===== src/vlan_lag_pkg.sv =====
// package: register map, field layout and encodings for vlan/lag classifier
package vlan_lag_pkg;
    // apb register byte offsets
    localparam logic [7:0] port_vlan_control_addr = 8'h00;
    localparam logic [7:0] valid_tpid_mask_addr   = 8'h04;
    localparam logic [7:0] custom_stag_tpid0_addr = 8'h08;
    localparam logic [7:0] custom_stag_tpid1_addr = 8'h0C;
    localparam logic [7:0] custom_stag_tpid2_addr = 8'h10;
    localparam logic [7:0] lag_code_config_addr   = 8'h14;
    localparam logic [7:0] result_addr            = 8'h18;
    localparam logic [7:0] lag_result_addr        = 8'h1C;
    // port_vlan_control fields
    localparam int pvc_vid_lsb      = 0;
    localparam int pvc_pcp_lsb      = 12;
    localparam int pvc_dei_bit      = 15;
    localparam int pvc_inner_bit    = 16;
    localparam int pvc_pop_lsb      = 17;
    localparam int pvc_aware_bit    = 19;
    localparam logic [31:0] pvc_reset = 32'h0000_0001;
    // lag_code_config bits
    localparam int lcc_dmac_bit   = 0;
    localparam int lcc_dmacr_bit  = 1;
    localparam int lcc_smac_bit   = 2;
    localparam int lcc_flow_bit   = 3;
    localparam int lcc_ip_bit     = 4;
    localparam int lcc_l4_bit     = 5;
    localparam int lcc_service_index_bit   = 6;
    localparam int lcc_rand_bit   = 7;
    localparam int lcc_stack_bit  = 8;
    // tpid values and reset values
    localparam logic [15:0] ctag_tpid = 16'h8100;
    localparam logic [15:0] stag_tpid = 16'h88A8;
    localparam logic [15:0] custom_tpid_reset = 16'h0000;
    localparam logic [4:0]  tpid_mask_reset   = 5'h1F;
    localparam logic [3:0]  lfsr_seed         = 4'h1;
    localparam int          max_tags          = 3;
    // tag kind encoding carried in tag_kind
    typedef enum logic [2:0] {
        kind_none, kind_ctag, kind_stag, kind_cust0, kind_cust1, kind_cust2
    } tag_kind_e;
endpackage : vlan_lag_pkg

===== src/vlan_classify_and_lag_code.sv =====
// vlan classification and link aggregation code generation
//
// The register offsets and the APB interface to the registers are this design's own decisions.
`timescale 1ns/1ns
//////////////////////////////////////////////////////////////////////////////
// Summary of operation
// - ethertype 0x8100 before a tag marks a customer tag
// - ethertype 0x88A8 before a tag marks a standard service tag
// - three programmable custom tpids also mark service tags
// - nonzero vid is a vlan tag, zero vid a priority tag
// - per-port mask picks which of five tpid types are valid
// - parsing stops at first invalid tpid; later tags ignored
// - classified tag from frame tag, else port defaults
// - inner select with two or more valid tags uses second tag
// - every frame gets pcp, dei, vid and tag kind
// - pop count is configured value limited to valid tag count
// - pop field never exceeds three
// - arrived_tagged only when port aware and a valid tag exists
// - reversed dmac maps bit 47 to bit 0 before folding
// - normal and reversed dmac enables act independently
// - smac lower 48 bits fold in when enabled
// - all 20 flow label bits fold in when enabled
// - all source and destination ip bits fold in when enabled
// - 16-bit l4 source and destination ports fold in when enabled
// - 12-bit service index after match stage folds in when enabled
// - 4-bit pseudo-random number folds in when enabled
// - enabled contributions xor to 4-bit code for 256 masks
// - stacking header code used directly when passthrough enabled
module vlan_classify_and_lag_code (
    input  wire logic         clk,
    input  wire logic         resetn,
    input  wire logic         psel,
    input  wire logic         penable,
    input  wire logic         pwrite,
    input  wire logic [7:0]   paddr,
    input  wire logic [31:0]  pwdata,
    output logic      [31:0]  prdata,
    output logic              pready,
    output logic              pslverr,
    input  wire logic         frame_valid,
    input  wire logic [15:0]  etype0,
    input  wire logic [15:0]  tci0,
    input  wire logic [15:0]  etype1,
    input  wire logic [15:0]  tci1,
    input  wire logic [15:0]  etype2,
    input  wire logic [15:0]  tci2,
    input  wire logic [47:0]  dmac,
    input  wire logic [47:0]  smac,
    input  wire logic         is_ipv4,
    input  wire logic         is_ipv6,
    input  wire logic [19:0]  flow_label,
    input  wire logic [127:0] sip,
    input  wire logic [127:0] dip,
    input  wire logic         has_l4,
    input  wire logic [15:0]  sport,
    input  wire logic [15:0]  dport,
    input  wire logic [11:0]  service_index,
    input  wire logic         has_stack_hdr,
    input  wire logic [3:0]   stack_code,
    output logic              result_valid,
    output logic [2:0]        class_pcp,
    output logic              class_dei,
    output logic [11:0]       class_vid,
    output logic [2:0]        tag_kind,
    output logic              priority_tagged,
    output logic [1:0]        pop_field,
    output logic              arrived_tagged,
    output logic [3:0]        lag_code
);
    ////////////////////////////////////////////////////////////////////////
    // registers
    logic [31:0] port_vlan_control_q;
    logic [4:0]  valid_tpid_mask_q;
    logic [15:0] custom_stag_tpid_q [3];
    logic [8:0]  lag_code_config_q;
    logic [3:0]  lfsr_q;

    // fold a value into a nibble, zero-padding the top
    function automatic logic [3:0] fold128(input logic [127:0] v);
        logic [3:0] acc;
        acc = 4'h0;
        for (int i = 0; i < 32; i++) begin
            acc = acc ^ v[i*4 +: 4];
        end
        return acc;
    endfunction : fold128

    // tpid to kind (0..5)
    function automatic vlan_lag_pkg::tag_kind_e decode_tpid(
        input logic [15:0] et,
        input logic [15:0] c0,
        input logic [15:0] c1,
        input logic [15:0] c2
    );
        vlan_lag_pkg::tag_kind_e k;
        k = vlan_lag_pkg::kind_none;
        if (et == vlan_lag_pkg::ctag_tpid) begin
            k = vlan_lag_pkg::kind_ctag;
        end else if (et == vlan_lag_pkg::stag_tpid) begin
            k = vlan_lag_pkg::kind_stag;
        end else if (et == c0) begin
            k = vlan_lag_pkg::kind_cust0;
        end else if (et == c1) begin
            k = vlan_lag_pkg::kind_cust1;
        end else if (et == c2) begin
            k = vlan_lag_pkg::kind_cust2;
        end
        return k;
    endfunction : decode_tpid

    ////////////////////////////////////////////////////////////////////////
    // apb slave
    logic apb_wr;
    logic apb_rd;
    logic addr_ok;
    logic [31:0] rdata_d;
    assign apb_wr = psel && penable && pwrite;
    assign apb_rd = psel && !penable && !pwrite;
    assign pready = 1'b1;

    always_comb begin
        addr_ok = 1'b1;
        rdata_d = 32'h0000_0000;
        unique case (paddr)
            vlan_lag_pkg::port_vlan_control_addr:
                rdata_d = port_vlan_control_q & 32'h000F_FFFF;
            vlan_lag_pkg::valid_tpid_mask_addr:
                rdata_d = {27'h000_0000, valid_tpid_mask_q};
            vlan_lag_pkg::custom_stag_tpid0_addr:
                rdata_d = {16'h0000, custom_stag_tpid_q[0]};
            vlan_lag_pkg::custom_stag_tpid1_addr:
                rdata_d = {16'h0000, custom_stag_tpid_q[1]};
            vlan_lag_pkg::custom_stag_tpid2_addr:
                rdata_d = {16'h0000, custom_stag_tpid_q[2]};
            vlan_lag_pkg::lag_code_config_addr:
                rdata_d = {23'h00_0000, lag_code_config_q};
            vlan_lag_pkg::result_addr:
                rdata_d = {10'h000, arrived_tagged, pop_field, tag_kind,
                           class_pcp, class_dei, class_vid};
            vlan_lag_pkg::lag_result_addr:
                rdata_d = {28'h000_0000, lag_code};
            default:
                addr_ok = 1'b0;
        endcase
    end

    assign pslverr = psel && penable && !addr_ok;

    always_ff @(posedge clk or negedge resetn) begin
        if (!resetn) begin
            prdata <= 32'h0000_0000;
        end else if (apb_rd) begin
            prdata <= rdata_d;
        end
    end

    always_ff @(posedge clk or negedge resetn) begin
        if (!resetn) begin
            port_vlan_control_q  <= vlan_lag_pkg::pvc_reset;
            valid_tpid_mask_q    <= vlan_lag_pkg::tpid_mask_reset;
            custom_stag_tpid_q[0] <= vlan_lag_pkg::custom_tpid_reset;
            custom_stag_tpid_q[1] <= vlan_lag_pkg::custom_tpid_reset;
            custom_stag_tpid_q[2] <= vlan_lag_pkg::custom_tpid_reset;
            lag_code_config_q    <= 9'h000;
        end else if (apb_wr) begin
            unique case (paddr)
                vlan_lag_pkg::port_vlan_control_addr:
                    port_vlan_control_q <= pwdata & 32'h000F_FFFF;
                vlan_lag_pkg::valid_tpid_mask_addr:
                    valid_tpid_mask_q <= pwdata[4:0];
                vlan_lag_pkg::custom_stag_tpid0_addr:
                    custom_stag_tpid_q[0] <= pwdata[15:0];
                vlan_lag_pkg::custom_stag_tpid1_addr:
                    custom_stag_tpid_q[1] <= pwdata[15:0];
                vlan_lag_pkg::custom_stag_tpid2_addr:
                    custom_stag_tpid_q[2] <= pwdata[15:0];
                vlan_lag_pkg::lag_code_config_addr:
                    lag_code_config_q <= pwdata[8:0];
                default: ;
            endcase
        end
    end

    ////////////////////////////////////////////////////////////////////////
    // tag parsing
    logic [15:0] et_a [3];
    logic [15:0] tci_a [3];
    vlan_lag_pkg::tag_kind_e kind_a [3];
    logic [2:0]  ok_a;
    logic [1:0]  n_valid;
    assign et_a[0] = etype0;
    assign et_a[1] = etype1;
    assign et_a[2] = etype2;
    assign tci_a[0] = tci0;
    assign tci_a[1] = tci1;
    assign tci_a[2] = tci2;

    for (genvar g = 0; g < vlan_lag_pkg::max_tags; g++) begin : g_tag
        logic in_mask;
        assign kind_a[g] = decode_tpid(et_a[g], custom_stag_tpid_q[0],
                                       custom_stag_tpid_q[1],
                                       custom_stag_tpid_q[2]);
        // mask bit i enables kind i+1
        assign in_mask = (kind_a[g] != vlan_lag_pkg::kind_none) &&
                         valid_tpid_mask_q[3'(kind_a[g]) - 3'd1];
        if (g == 0) begin : g_first
            assign ok_a[g] = in_mask;
        end else begin : g_rest
            assign ok_a[g] = in_mask && ok_a[g-1];
        end
    end

    // count of leading valid tags
    always_comb begin
        n_valid = 2'd0;
        if (ok_a[2]) begin
            n_valid = 2'd3;
        end else if (ok_a[1]) begin
            n_valid = 2'd2;
        end else if (ok_a[0]) begin
            n_valid = 2'd1;
        end
    end

    // selected tag
    logic        use_inner;
    logic [15:0] sel_tci;
    vlan_lag_pkg::tag_kind_e sel_kind;
    logic [1:0]  pop_cfg;
    logic [1:0]  pop_d;
    assign use_inner = port_vlan_control_q[vlan_lag_pkg::pvc_inner_bit]
                       && (n_valid >= 2'd2);
    assign sel_tci  = use_inner ? tci_a[1] : tci_a[0];
    assign sel_kind = use_inner ? kind_a[1] : kind_a[0];
    assign pop_cfg  = port_vlan_control_q[vlan_lag_pkg::pvc_pop_lsb +: 2];
    assign pop_d    = (pop_cfg > n_valid) ? n_valid : pop_cfg;

    ////////////////////////////////////////////////////////////////////////
    // lag code
    logic [47:0] dmac_rev;
    logic        is_ip;
    logic [3:0]  f_dmac;
    logic [3:0]  f_dmac_rev;
    logic [3:0]  f_smac;
    logic [3:0]  f_flow;
    logic [3:0]  f_ip;
    logic [3:0]  f_l4;
    logic [3:0]  f_service_index;
    logic [3:0]  fold_sum;
    logic [3:0]  lag_d;

    // bit 47 lands on bit 0
    for (genvar b = 0; b < 48; b++) begin : g_rev
        assign dmac_rev[b] = dmac[47 - b];
    end

    assign is_ip      = is_ipv4 || is_ipv6;
    assign f_dmac     = fold128({80'h0, dmac});
    assign f_dmac_rev = fold128({80'h0, dmac_rev});
    assign f_smac     = fold128({80'h0, smac});
    assign f_flow     = fold128({108'h0, flow_label});
    assign f_ip       = fold128(sip) ^ fold128(dip);
    assign f_l4       = fold128({96'h0, sport, dport});
    assign f_service_index     = fold128({116'h0, service_index});

    always_comb begin
        fold_sum = 4'h0;
        if (lag_code_config_q[vlan_lag_pkg::lcc_dmac_bit]) begin
            fold_sum = fold_sum ^ f_dmac;
        end
        if (lag_code_config_q[vlan_lag_pkg::lcc_dmacr_bit]) begin
            fold_sum = fold_sum ^ f_dmac_rev;
        end
        if (lag_code_config_q[vlan_lag_pkg::lcc_smac_bit]) begin
            fold_sum = fold_sum ^ f_smac;
        end
        if (lag_code_config_q[vlan_lag_pkg::lcc_flow_bit] && is_ipv6) begin
            fold_sum = fold_sum ^ f_flow;
        end
        if (lag_code_config_q[vlan_lag_pkg::lcc_ip_bit] && is_ip) begin
            fold_sum = fold_sum ^ f_ip;
        end
        if (lag_code_config_q[vlan_lag_pkg::lcc_l4_bit]
            && is_ip && has_l4) begin
            fold_sum = fold_sum ^ f_l4;
        end
        if (lag_code_config_q[vlan_lag_pkg::lcc_service_index_bit]) begin
            fold_sum = fold_sum ^ f_service_index;
        end
        if (lag_code_config_q[vlan_lag_pkg::lcc_rand_bit]) begin
            fold_sum = fold_sum ^ lfsr_q;
        end
        lag_d = fold_sum;
        if (lag_code_config_q[vlan_lag_pkg::lcc_stack_bit]
            && has_stack_hdr) begin
            lag_d = stack_code;
        end
    end

    // pseudo-random source, x^4+x^3+1
    always_ff @(posedge clk or negedge resetn) begin
        if (!resetn) begin
            lfsr_q <= vlan_lag_pkg::lfsr_seed;
        end else begin
            lfsr_q <= {lfsr_q[2:0], lfsr_q[3] ^ lfsr_q[2]};
        end
    end

    ////////////////////////////////////////////////////////////////////////
    // result registers
    always_ff @(posedge clk or negedge resetn) begin
        if (!resetn) begin
            result_valid <= 1'b0;
        end else begin
            result_valid <= frame_valid;
        end
    end

    always_ff @(posedge clk or negedge resetn) begin
        if (!resetn) begin
            class_pcp       <= 3'h0;
            class_dei       <= 1'b0;
            class_vid       <= 12'h000;
            tag_kind        <= 3'h0;
            priority_tagged <= 1'b0;
            pop_field       <= 2'h0;
            arrived_tagged  <= 1'b0;
            lag_code        <= 4'h0;
        end else if (frame_valid) begin
            if (n_valid != 2'd0) begin
                class_pcp <= sel_tci[15:13];
                class_dei <= sel_tci[12];
                class_vid <= sel_tci[11:0];
                tag_kind  <= 3'(sel_kind);
                priority_tagged <= (sel_tci[11:0] == 12'h000);
            end else begin
                class_pcp <= port_vlan_control_q[vlan_lag_pkg::pvc_pcp_lsb +: 3];
                class_dei <= port_vlan_control_q[vlan_lag_pkg::pvc_dei_bit];
                class_vid <= port_vlan_control_q[vlan_lag_pkg::pvc_vid_lsb +: 12];
                tag_kind  <= 3'(vlan_lag_pkg::kind_none);
                priority_tagged <= 1'b0;
            end
            pop_field <= pop_d;
            arrived_tagged <= port_vlan_control_q[vlan_lag_pkg::pvc_aware_bit]
                              && (n_valid != 2'd0);
            lag_code <= lag_d;
        end
    end
    // pop_field is 2 bits, so it can never exceed three
endmodule : vlan_classify_and_lag_code


===== config.mk =====
export PLATFORM = sky130hd
export DESIGN_NAME = vlan_classify_and_lag_code
export DESIGN_NICKNAME = d
export VERILOG_FILES = /design/src/vlan_lag_pkg.sv /design/src/vlan_classify_and_lag_code.sv
export SDC_FILE = /design/constraint.sdc
export NUM_CORES = 1
export LEC_CHECK = 0
export ABC_AREA = 1
export BUFFER_PORTS_ARGS = -buffer_cell sky130_fd_sc_hd__clkbuf_2
export CORE_AREA = 2 2 245 247
export CTS_BUF_LIST = sky130_fd_sc_hd__clkbuf_8
export CTS_CLUSTER_SIZE = 10
export DETAILED_ROUTE_END_ITERATION = 7
export DIE_AREA = 0 0 247 249
export PLACE_DENSITY = 0.56
export SLEW_MARGIN = 20
export SYNTH_ARGS = -nofsm -noshare
export SYNTH_HDL_FRONTEND = slang
export SYNTH_SLANG_ARGS = --single-unit

===== constraint.sdc =====
create_clock -name clk -period 5.72 [get_ports clk]
set_clock_uncertainty 0.1 [all_clocks]
set_input_delay 0.286 -clock clk [delete_from_list [all_inputs] [get_ports clk]]
set_output_delay 0.286 -clock clk [all_outputs]
set_load 0.01 [all_outputs]

==> results of run 1 <==
==> state kept, by name, summed over array words and instances, names as in the netlist <==
signal	count
pop_field	2
port_vlan_control_q	20
class_vid	12
prdata	22
arrived_tagged	1
result_valid	1
class_dei	1
priority_tagged	1
class_pcp	3
tag_kind	3
valid_tpid_mask_q	5
custom_stag_tpid_q	48
lag_code_config_q	9
lfsr_q	4
lag_code	4
==> cell usage in the layout (no fill, tap or decap), types with 11 or more instances in the layout <==
cell type  count
o22ai_1       19
conb_1        11
nand2_1      574
o21ai_0      127
xnor2_1      266
nor4_1        15
xor2_1       170
dfrtp_1      129
inv_1        240
nor2_1       112
nand3_1       83
nor3_1        14
or2_2         15
clkbuf_2     587
nand4_1       34
inv_2         11
a21oi_1       25
clkbuf_8      17
==> final timing paths <==
kind,from,to,slack (ns),cells after the start
max in group asynchronous,resetn,port_vlan_control_q[8],3.88,3
min in group asynchronous,resetn,custom_stag_tpid_q[13],0.31,2
hold / removal,stack_code[0],lag_code[0],0.03,5
setup / recovery,custom_stag_tpid_q[2],class_vid[1],1.26,22
hold reg to reg,lfsr_q[1],lfsr_q[2],0.29,0
setup reg to reg,custom_stag_tpid_q[2],class_vid[1],1.26,22
==> worst max-delay path, cell delays in order (launching register included) <==
cell      delay, ns
dfrtp_1        0.56
inv_1          0.07
nand2_1        0.06
nand4_1        0.09
nor2_1         0.14
nand2_1        0.14
nor2_1         0.13
nand2_1        0.06
nand2_1        0.07
nand2_2        0.08
nand2_4        0.10
inv_1          0.05
ha_1           0.19
ha_1           0.32
a21boi_0       0.15
nand2_2        0.10
nand3_4        0.09
nor2_8         0.35
nand4_4        0.43
o21ai_0        0.65
nand2_1        0.15
o211ai_1       0.11
o21ai_0        0.10
==> kinds of logic (layout without fill, tap and decap cells) <==
| family | Yosys count | after routing | share of synthesized area [%] |
|---|---|---|---|
| buffers and inverters | 319 | 882 | 9.49 |
| other | 2 | 15 | 0.0556 |
| XOR/XNOR | 437 | 437 | 28.5 |
| AND/OR/NAND/NOR | 860 | 860 | 26.5 |
| AO/OA/AOI/OAI | 219 | 219 | 9.34 |
| adder cells (fa/ha/maj) | 9 | 9 | 0.834 |
| flip-flops | 136 | 136 | 25.3 |
==> power by group <==
part           internal [W]  total (W)  leakage [nW]  switching (W)
logic              0.000544    0.00124          7.05       0.000697
registers          0.000976   0.000997          1.84      0.0000210
clock network      0.000319   0.000806         0.183       0.000487
==> area by class of cell <==
cell class                 count  area share [%]
timing repair buffer         598            17.3
inverter                     252            5.38
tap                          773            5.50
clock inverter                15           0.775
antenna                        4          0.0569
multi-input combinational   1536            50.3
sequential                   136            19.4
clock buffer                  17            1.33
==> timing repair <==
| item | 4_1_cts | 5_1_grt |
|---|---|---|
| hold buffers | 6 | 0 |
| gates resized for setup | 0 | 0 |
| endpoints found under the hold margin | 81 | 0 |
==> stage by stage <==
step	instance area (µm²)	setup slack (ns)	hold slack, ns	power (W)	util [%]
after floorplan	13500	2.40	-0.110	0.00181	-
after global placement	17100	1.35	0.268	0.00225	29.2
after detailed placement	17100	1.33	0.261	0.00226	29.2
after CTS	17600	1.28	0.00631	0.00307	29.9
after global routing	17600	0.877	0.0407	0.00326	30.0
final	17600	1.26	0.0266	0.00304	30.0
==> layer usage <==
metal,vias to the layer above,global-route usage (%),wire length (µm)
met5,-,0,81
met4,14,4.66,1350
met3,74,3.10,4160
met2,566,34.1,29800
met1,6398,24.7,26000
li1,7277,-,-
==> reports/metrics.csv, run 1 <==
stage,metric,value,unit
route,viasPerCell,4.30,
final_layout,drive_gt1_share,26.3,%
sta,setup_viol,0,
cts,root_buffer,clkbuf_8,
yosys,yosys_warnings,0,
sta,fmax,0.224,GHz
floorplan,rows,89,
floorplan,die_h,249,µm
placed_design,port_buffers,588,
worst_setup_path,crit_arrival,4.70,ns
yosys,synth_top_area_share,23.9,%
sta,post-route-min-period,4.46,ns
global_routing,track_usage,19.4,%
worst_setup_path,crit_required,5.96,ns
placed_design,dp_hpwl,53200,µm
yosys,ys_top_cells_by_area,"dfrtp_1, xnor2_1, nand2_1, xor2_1, inv_1",
final_layout,multi_input_area,8840,µm²
route,num_vias,14300,
worst_setup_path,path_max_fanout,27,
cts,clkSinkCount,136,
yosys,synth.avg_cell_area,6.81,µm²
cts,cts.path.max_buffers,2,
sta,tns,0,ns
cts,clkLatencyLatePin,0.48,ns
final_layout,stdcell_count,3331,
worst_setup_path,worstSetupStartpointType,register,
sta,period_share,77.9,%
yosys,ys_seq_area_share,25.3,%
global_routing,grt_pass1_wl,87500,µm
route,first_iter_violations,935,
yosys,synth-edff-count,0,
cts,cts_buffers,17,
sta,finalHoldViolCount,0,
cts,cts-htree-levels,4,
route,postRouteAntennaNets,0,
global_routing,antenna_found_initial,12,
yosys,synth_common_cells,"nand2_1, xnor2_1, inv_1",
yosys,async_reset_ff_share,100,%
yosys,syn_area,13500,µm²
final_layout,fillers,6573,
sta,slew_violations,0,
worst_hold_path,holdCritPathClass,input pin to register,
power_and_ir_drop,p_leak,9.07,nW
power_and_ir_drop,max-vdd-ir-drop,0.000123,V
placed_design,gp_congestion,0.934,
final_layout,nets,3116,
global_routing,grt_remaining_overflow,0,
yosys,syn_inst,1982,
job,maxCapViolations,0,
sta,rsz0062_at_grt,false,
route,routed_wl,61400,µm
yosys,synth.distinct_cells,48,
yosys,synth_top_area_cell,dfrtp_1,
floorplan,fp.dieArea,61500,µm²
global_routing,first_global_vias,13600,
route,drc,0,
floorplan,start_util,23.0,%
sta,max_slew_margin,26.8,%
cts,cts_tree,done,
worst_setup_path,worstSetupPathType,register to register,
yosys,synthFlopType,dfrtp_1,
worst_setup_path,worst_setup_path_end_kind,register,
sta,worst_pin_slew,1.10,ns
route,firstDrtPassIters,5,
floorplan,die_w,247,µm
power_and_ir_drop,power_density,173,nW/µm²
cts,post_cts.repair.setup_buffers,0,
yosys,synth-seq-cells,136,
route,wl_per_cell,18.4,µm
yosys,yosysMostFrequentCell,nand2_1,
floorplan,ios,628,
cts,path_clk_slew,0.10,ns
final_layout,seq_area,3410,µm²
final_layout,area_growth,30.3,%
global_routing,grt_max_degree,78,
placed_design,dp.cells,3289,
outcome,outcome,"finished, final reports clean",
floorplan,core,58700,µm²
Note: power is estimated with default switching activity, not from simulation.
==> run 2: changes to the inputs <==
CORE_AREA = 2 2 243 245   (was 2 2 245 247)
DIE_AREA = 0 0 245 247   (was 0 0 247 249)
PLACE_DENSITY = 0.58   (was 0.56)
clock period = 4 ns   (was 5.72 ns; I/O delays follow)
==> reports/metrics.csv, run 2 (same netlist as run 1, synthesis figures left out) <==
stage,metric,value,unit,change
final_layout,drive_gt1_share,27.9,%,+1.6 points
floorplan,start_util,23.2,%,+0.18 points
route,postRouteAntennaNets,0,,unchanged
sta,worst_slack,0.243,ns,-1.02 ns
final_layout,fillers,6480,,-1.4%
placed_design,dp_hpwl,53800,µm,+1.2%
placed_design,gp_congestion,0.968,,+3.7%
final_layout,multi_input_area,8890,µm²,+0.55%
cts,cts_buffers,17,,unchanged
floorplan,rows,89,,unchanged
final_layout,final_common_cell,clkbuf_2,,
route,drc,0,,unchanged
power_and_ir_drop,power.switching,0.00171,W,+42%
global_routing,antenna_found_initial,17,,+5
power_and_ir_drop,intPower,0.00273,W,+48%
global_routing,grt_pass1_wl,88200,µm,+0.79%
sta,rsz0062_at_grt,false,,
final_layout,nets,3163,,+1.5%
sta,slew_violations,0,,unchanged
cts,root_buffer,clkbuf_8,,
final_layout,finalCoreUtilization,31.0,%,+1.1 points
cts,cts_tree,done,,
sta,setup_viol,0,,unchanged
final_layout,largest_reg_flops,48,,unchanged
sta,finalHoldViolCount,0,,unchanged
route,routed_wl,61700,µm,+0.48%
outcome,outcome,"finished, final reports clean",,
worst_setup_path,worst_setup_path_end_kind,register,,
worst_hold_path,holdCritPathClass,input pin to register,,
power_and_ir_drop,max-vdd-ir-drop,0.000159,V,+29%
global_routing,first_global_vias,13900,,+2.6%
cts,clkLatencyLatePin,0.47,ns,about the same
power_and_ir_drop,p_sw_share,38.6,%,-1.0 points
sta,post-route-min-period,3.76,ns,-0.701 ns
sta,tns,0,ns,unchanged
cts,cts.path.max_buffers,2,,unchanged
route,wl_per_cell,18.3,µm,-0.86%
placed_design,pre_cts_ws,0.0117,ns,-1.31 ns
route,viasPerCell,4.37,,+1.6%
global_routing,track_usage,19.9,%,+0.46 points
final_layout,final_cell_mix,"clkbuf_2, nand2_1, xnor2_1",,
power_and_ir_drop,p_leak,9.30,nW,+2.4%
cts,clkSinkCount,136,,unchanged
route,num_vias,14800,,+3.0%
route,first_iter_violations,1095,,+17%
worst_setup_path,critPathMaxStageDelay,0.44,ns,-0.21 ns
global_routing,grt_max_degree,93,,+19%
sta,fmax,0.266,GHz,+19%
final_layout,reg_top3,"custom_stag_tpid_q: 48 flops, prdata: 22 flops, port_vlan_control_q: 20 flops",,
power_and_ir_drop,comb_power_share,40.3,%,-0.5 points
floorplan,fp.dieArea,60500,µm²,-1.6%
route,firstDrtPassIters,5,,unchanged
cts,path_clk_slew,0.09,ns,about the same
final_layout,regMostFlops,custom_stag_tpid_q,,
floorplan,die_h,247,µm,-0.80%
sta,max_slew_margin,40.3,%,+13 points
power_and_ir_drop,p_clk_share,27.5,%,+1.0 points
worst_setup_path,worstSetupPathType,register to register,,
worst_setup_path,slowest_stage,dfrtp_2,,
sta,worst_pin_slew,0.896,ns,-0.199 ns
worst_setup_path,crit_required,4.26,ns,-1.70 ns
final_layout,seq_area,3430,µm²,+0.40%
worst_setup_path,path_common_cell,nand2_1,,
power_and_ir_drop,pwr-share-seq,32.1,%,-0.7 points
worst_setup_path,worstSetupStartpointType,register,,
final_layout,area_growth,33.9,%,
job,maxCapViolations,0,,unchanged
global_routing,grt_remaining_overflow,0,,unchanged
worst_setup_path,crit_arrival,4.01,ns,-0.69 ns
worst_hold_path,min_path_cells,2,,-3
worst_setup_path,r2r_cells,26,,+18%
floorplan,core,58200,µm²,-0.76%
cts,cts-htree-levels,4,,unchanged
floorplan,ios,628,,unchanged
worst_setup_path,path_max_fanout,4,,-85%
power_and_ir_drop,power_density,246,nW/µm²,+42%
placed_design,port_buffers,588,,unchanged
sta,period_share,93.9,%,+16 points
floorplan,die_w,245,µm,-0.81%
## run 2: cell types whose count changed in the layout (fill, tap and decap cells not counted), sizes merged, moves of 2 or more
cell         change
buf             +31
dlygate4sd3     +16
clkinv           -2
clkinvlp         -2
diode            -2
inv              +2
## run 2: repair_timing
action                                 in CTS  in global routing
hold buffers                               22                  0
buffers inserted                            0                  3
resized for setup                           0                 26
endpoints found under the hold margin     117                  0
setup endpoints to repair                   0                  2
## run 2: metrics by stage
| stage | area [µm²] | power (W) | std cells | hold WS [ns] |
|---|---|---|---|---|
| after floorplan | 13500 | 0.00258 | 1991 | -0.196 |
| after global placement | 17400 | 0.00322 | 3317 | 0.258 |
| after detailed placement | 17400 | 0.00324 | 3317 | 0.255 |
| after CTS | 18000 | 0.00448 | 3371 | 0.000553 |
| after global routing | 18100 | 0.00475 | 3374 | 0.0195 |
| final | 18100 | 0.00444 | 3376 | 0.0196 |
## run 2: power groups by stage
| stage | clock network [W] | logic (W) | registers (W) |
|---|---|---|---|
| 3_5_place_dp | 0 | 0.00179 | 0.00145 |
| 3_3_place_gp | 0 | 0.00177 | 0.00145 |
| 2_1_floorplan | 0 | 0.00114 | 0.00144 |
| 5_1_grt | 0.00129 | 0.00203 | 0.00143 |
| 4_1_cts | 0.00124 | 0.00181 | 0.00143 |
| 6_report | 0.00122 | 0.00179 | 0.00143 |
## run 2: path summary, 6_finish.rpt
check                                             from                     end  slack (ns)
worst min register to register               lfsr_q[1]               lfsr_q[2]        0.31
max in group asynchronous                       resetn               lfsr_q[0]        2.57
min in group asynchronous                       resetn  custom_stag_tpid_q[30]        0.28
worst max register to register  custom_stag_tpid_q[10]            pop_field[0]        0.24
worst max-delay path            custom_stag_tpid_q[10]            pop_field[0]        0.24
worst min-delay path                       frame_valid            result_valid        0.02
## run 2: metal layers
metal  global-route usage, %  up-vias  share of wire [%]
li1                        -     7373                  -
met1                    25.5     6665                 42
met2                    35.1      627                 48
met3                    2.95       78                7.0
met4                    4.54       14                2.3
met5                       0        -               0.14
## run 2: final cells by class
cell class	instances	area share, %
Multi-Input combinational cell	1536	49.2
Sequential cell	136	19.0
Antenna cell	2	0.0277
Timing Repair Buffer	645	19.0
Clock inverter	14	0.845
Clock buffer	18	1.37
Inverter	252	5.23
Tap cell	773	5.35
## run 2: worst max-delay path, delay by kind of cell, from the launching register on
| kind | cells | cell delay [ns] |
|---|---|---|
| buf+inv | 5 | 0.52 |
| simple gates | 14 | 1.49 |
| compound gates | 3 | 0.34 |
| fa+ha+maj | 3 | 0.56 |
| flops | 1 | 0.44 |
| xor+xnor | 1 | 0.18 |
==> run 3: changes to the inputs <==
ABC_AREA = default   (was 1)
CORE_AREA = 2 2 244 246   (was 2 2 243 245)
DIE_AREA = 0 0 246 248   (was 0 0 245 247)
PLACE_DENSITY = 0.56   (was 0.58)
==> reports/metrics.csv, run 3 <==
stage,metric,value,unit,change
cts,cts_tree,done,,
yosys,syn_inst,1209,,-39%
sta,setup_viol,2,,+2
worst_hold_path,holdCritPathClass,input pin to register,,
yosys,synth-edff-count,0,,unchanged
cts,cts_buffers,17,,unchanged
yosys,synth_common_cells,"xnor2_1, dfrtp_1, xor2_1",,
floorplan,ios,628,,unchanged
global_routing,grt_max_degree,79,,-15%
placed_design,pre_cts_ws,-0.260,ns,-0.272 ns
sta,worst_pin_slew,1.08,ns,+0.182 ns
floorplan,fp.dieArea,61000,µm²,+0.81%
route,postRouteAntennaNets,0,,unchanged
floorplan,rows,89,,unchanged
worst_setup_path,r2r_cells,23,,-12%
floorplan,start_util,20.9,%,-2.3 points
sta,rsz0062_at_grt,true,,
yosys,synth.distinct_cells,57,,+19%
final_layout,final_common_cell,clkbuf_2,,
power_and_ir_drop,power_density,262,nW/µm²,+6.8%
cts,cts-htree-levels,4,,unchanged
job,maxCapViolations,0,,unchanged
worst_setup_path,crit_required,4.21,ns,-0.05 ns
outcome,violations,setup timing,,
floorplan,core,58500,µm²,+0.38%
yosys,synth.avg_cell_area,10.1,µm²,+48%
route,wl_per_cell,21.5,µm,+18%
yosys,ys_top_cells_by_area,"xnor2_1, dfrtp_1, xor2_1, mux2_2, xnor3_1",,
worst_setup_path,r2r_slack,-0.12,ns,-0.36 ns
route,first_iter_violations,777,,-29%
global_routing,track_usage,18.8,%,-1.1 points
floorplan,die_h,248,µm,+0.40%
worst_setup_path,crit_arrival,4.33,ns,+0.32 ns
yosys,synth_top_area_share,28.5,%,+4.6 points
route,routed_wl,59500,µm,-3.5%
final_layout,largest_reg_flops,48,,unchanged
cts,path_clk_slew,0.09,ns,about the same
worst_setup_path,path_max_fanout,4,,unchanged
global_routing,grt_pass1_wl,83400,µm,-5.4%
final_layout,reg_top3,"custom_stag_tpid_q: 48 flops, prdata: 22 flops, port_vlan_control_q: 20 flops",,
route,firstDrtPassIters,6,,+1
power_and_ir_drop,power,0.00480,W,+8.0%
yosys,syn_area,12200,µm²,-9.5%
sta,hold_slack,0.0352,ns,+0.0156 ns
route,num_vias,12300,,-16%
placed_design,dp_hpwl,51100,µm,-5.0%
worst_setup_path,worst_setup_path_end_kind,register,,
cts,clkSinkCount,136,,unchanged
outcome,outcome,finished with violations,,
final_layout,drive_gt1_share,46.7,%,+19 points
sta,finalHoldViolCount,0,,unchanged
placed_design,dp.cells,2684,,-19%
final_layout,area_growth,49.7,%,
final_layout,nets,2559,,-19%
sta,max_slew_margin,27.9,%,-12 points
power_and_ir_drop,max-vdd-ir-drop,0.000176,V,+11%
final_layout,regMostFlops,custom_stag_tpid_q,,
global_routing,grt_remaining_overflow,0,,unchanged
sta,tns,-0.142,ns,-0.142 ns
global_routing,first_global_vias,12800,,-8.4%
worst_setup_path,worstSetupPathType,register to register,,
sta,slew_violations,0,,unchanged
cts,root_buffer,clkbuf_8,,
sta,period_share,103,%,+9.1 points
power_and_ir_drop,p_leak,8.83,nW,-5.0%
floorplan,die_w,246,µm,+0.41%
worst_setup_path,worstSetupStartpointType,register,,
sta,post-route-min-period,4.12,ns,+0.363 ns
placed_design,port_buffers,588,,unchanged
sta,worst_slack,-0.120,ns,-0.363 ns
worst_hold_path,min_path_cells,2,,unchanged
yosys,synthFlopType,dfrtp_1,,
sta,fmax,0.243,GHz,-8.8%
yosys,yosysMostFrequentCell,xnor2_1,,
final_layout,stdcell_count,2772,,-18%
yosys,synth-seq-cells,136,,unchanged
route,drc,0,,unchanged
cts,cts.path.max_buffers,2,,unchanged
yosys,synth_top_area_cell,xnor2_1,,
placed_design,gp_congestion,0.933,,-3.6%
yosys,async_reset_ff_share,100,%,unchanged
global_routing,antenna_found_initial,5,,-12
yosys,ys_seq_area_share,27.9,%,+2.7 points
yosys,yosys_warnings,0,,unchanged
route,viasPerCell,4.45,,+1.7%
final_layout,final_cell_mix,"clkbuf_2, xnor2_1, buf_4",,
cts,clkLatencyLatePin,0.45,ns,-0.02 ns
[run 3: cell types whose count changed after synthesis, sizes merged, moves of 23 or more]
cell / delta
nand2: -526
inv: -239
xnor2: +132
o21ai: -111
mux2: +91
nor2: -84
nand3: -76
xor2: -47
mux2i: +24
a22oi: +23
[run 3: repair_timing]
action                                  in CTS  in global routing
resized for setup                           31                 22
endpoints found under the setup margin       5                  8
buffers inserted                             9                  3
hold buffers                                42                  0
pin swaps                                   19                 18
endpoints found under the hold margin      105                  0
[run 3: through the flow]
step	instance area, µm²	utilization [%]
floorplan	12300	-
global placement	17100	29.2
detailed placement	17100	29.2
CTS	18100	31.0
global route	18300	31.3
finish	18300	31.3
[run 3: path summary, 6_finish.rpt]
| kind | start | endpoint |
|---|---|---|
| hold reg to reg | lfsr_q[1] | lfsr_q[2] |
| hold / removal | pwdata[0] | custom_stag_tpid_q[32] |
| min in group asynchronous | resetn | custom_stag_tpid_q[47] |
| setup / recovery | custom_stag_tpid_q[15] | pop_field[0] |
| max in group asynchronous | resetn | custom_stag_tpid_q[17] |
| setup reg to reg | custom_stag_tpid_q[15] | pop_field[0] |
[run 3: where the power goes]
group / switching (W) / internal (W)
Combinational: 0.00106 / 0.00104
Clock: 0.000596 / 0.000686
Sequential: 0.0000298 / 0.00139
[run 3: cells by family (layout without fill, tap and decap cells)]
logic type      count (synthesis)  in the layout  synth area share [%]
mux                           115            115                  10.4
other cells                     2             13                0.0615
flops                         136            136                  27.9
buf+inv                        54            833                  2.22
simple gates                  205            205                  9.07
xor+xnor                      541            541                  41.1
fa+ha+maj                       9              9                 0.922
compound gates                147            147                  8.36
[run 3: cell type report]
class	count	area [µm²]
Fill cell	6148	40200
Multi-Input combinational cell	1028	8800
Timing Repair Buffer	789	4600
Sequential cell	136	3420
Tap cell	773	967
Clock buffer	17	234
Clock inverter	15	203
Inverter	12	45.0
Antenna cell	2	5.00
[run 3: worst max-delay path: stages, from the launching register on]
cell and delay, ns:
dfrtp_1 0.44, buf_4 0.17, xnor2_2 0.14, buf_4 0.14, nand4_1 0.20, nor4_4 0.37
a21oi_1 0.12, o21a_1 0.23, ha_2 0.20, ha_4 0.27, buf_4 0.10, nand2_1 0.05
nor2_1 0.13, a21oi_2 0.04, mux2_2 0.25, nor2_1 0.21, o21bai_4 0.08, inv_2 0.06
ha_4 0.19, inv_2 0.07, o22ai_4 0.08, and3_1 0.14, a21oi_1 0.12, o31ai_1 0.09
[run 3: layer usage]
metal  up-vias  GRT usage (%)  share of wire, %
met4         8           3.19               1.6
li1       5726              -                 -
met2       522           34.6                52
met5         -              0             0.077
met1      6008           23.1                41
met3        59           3.40               6.2
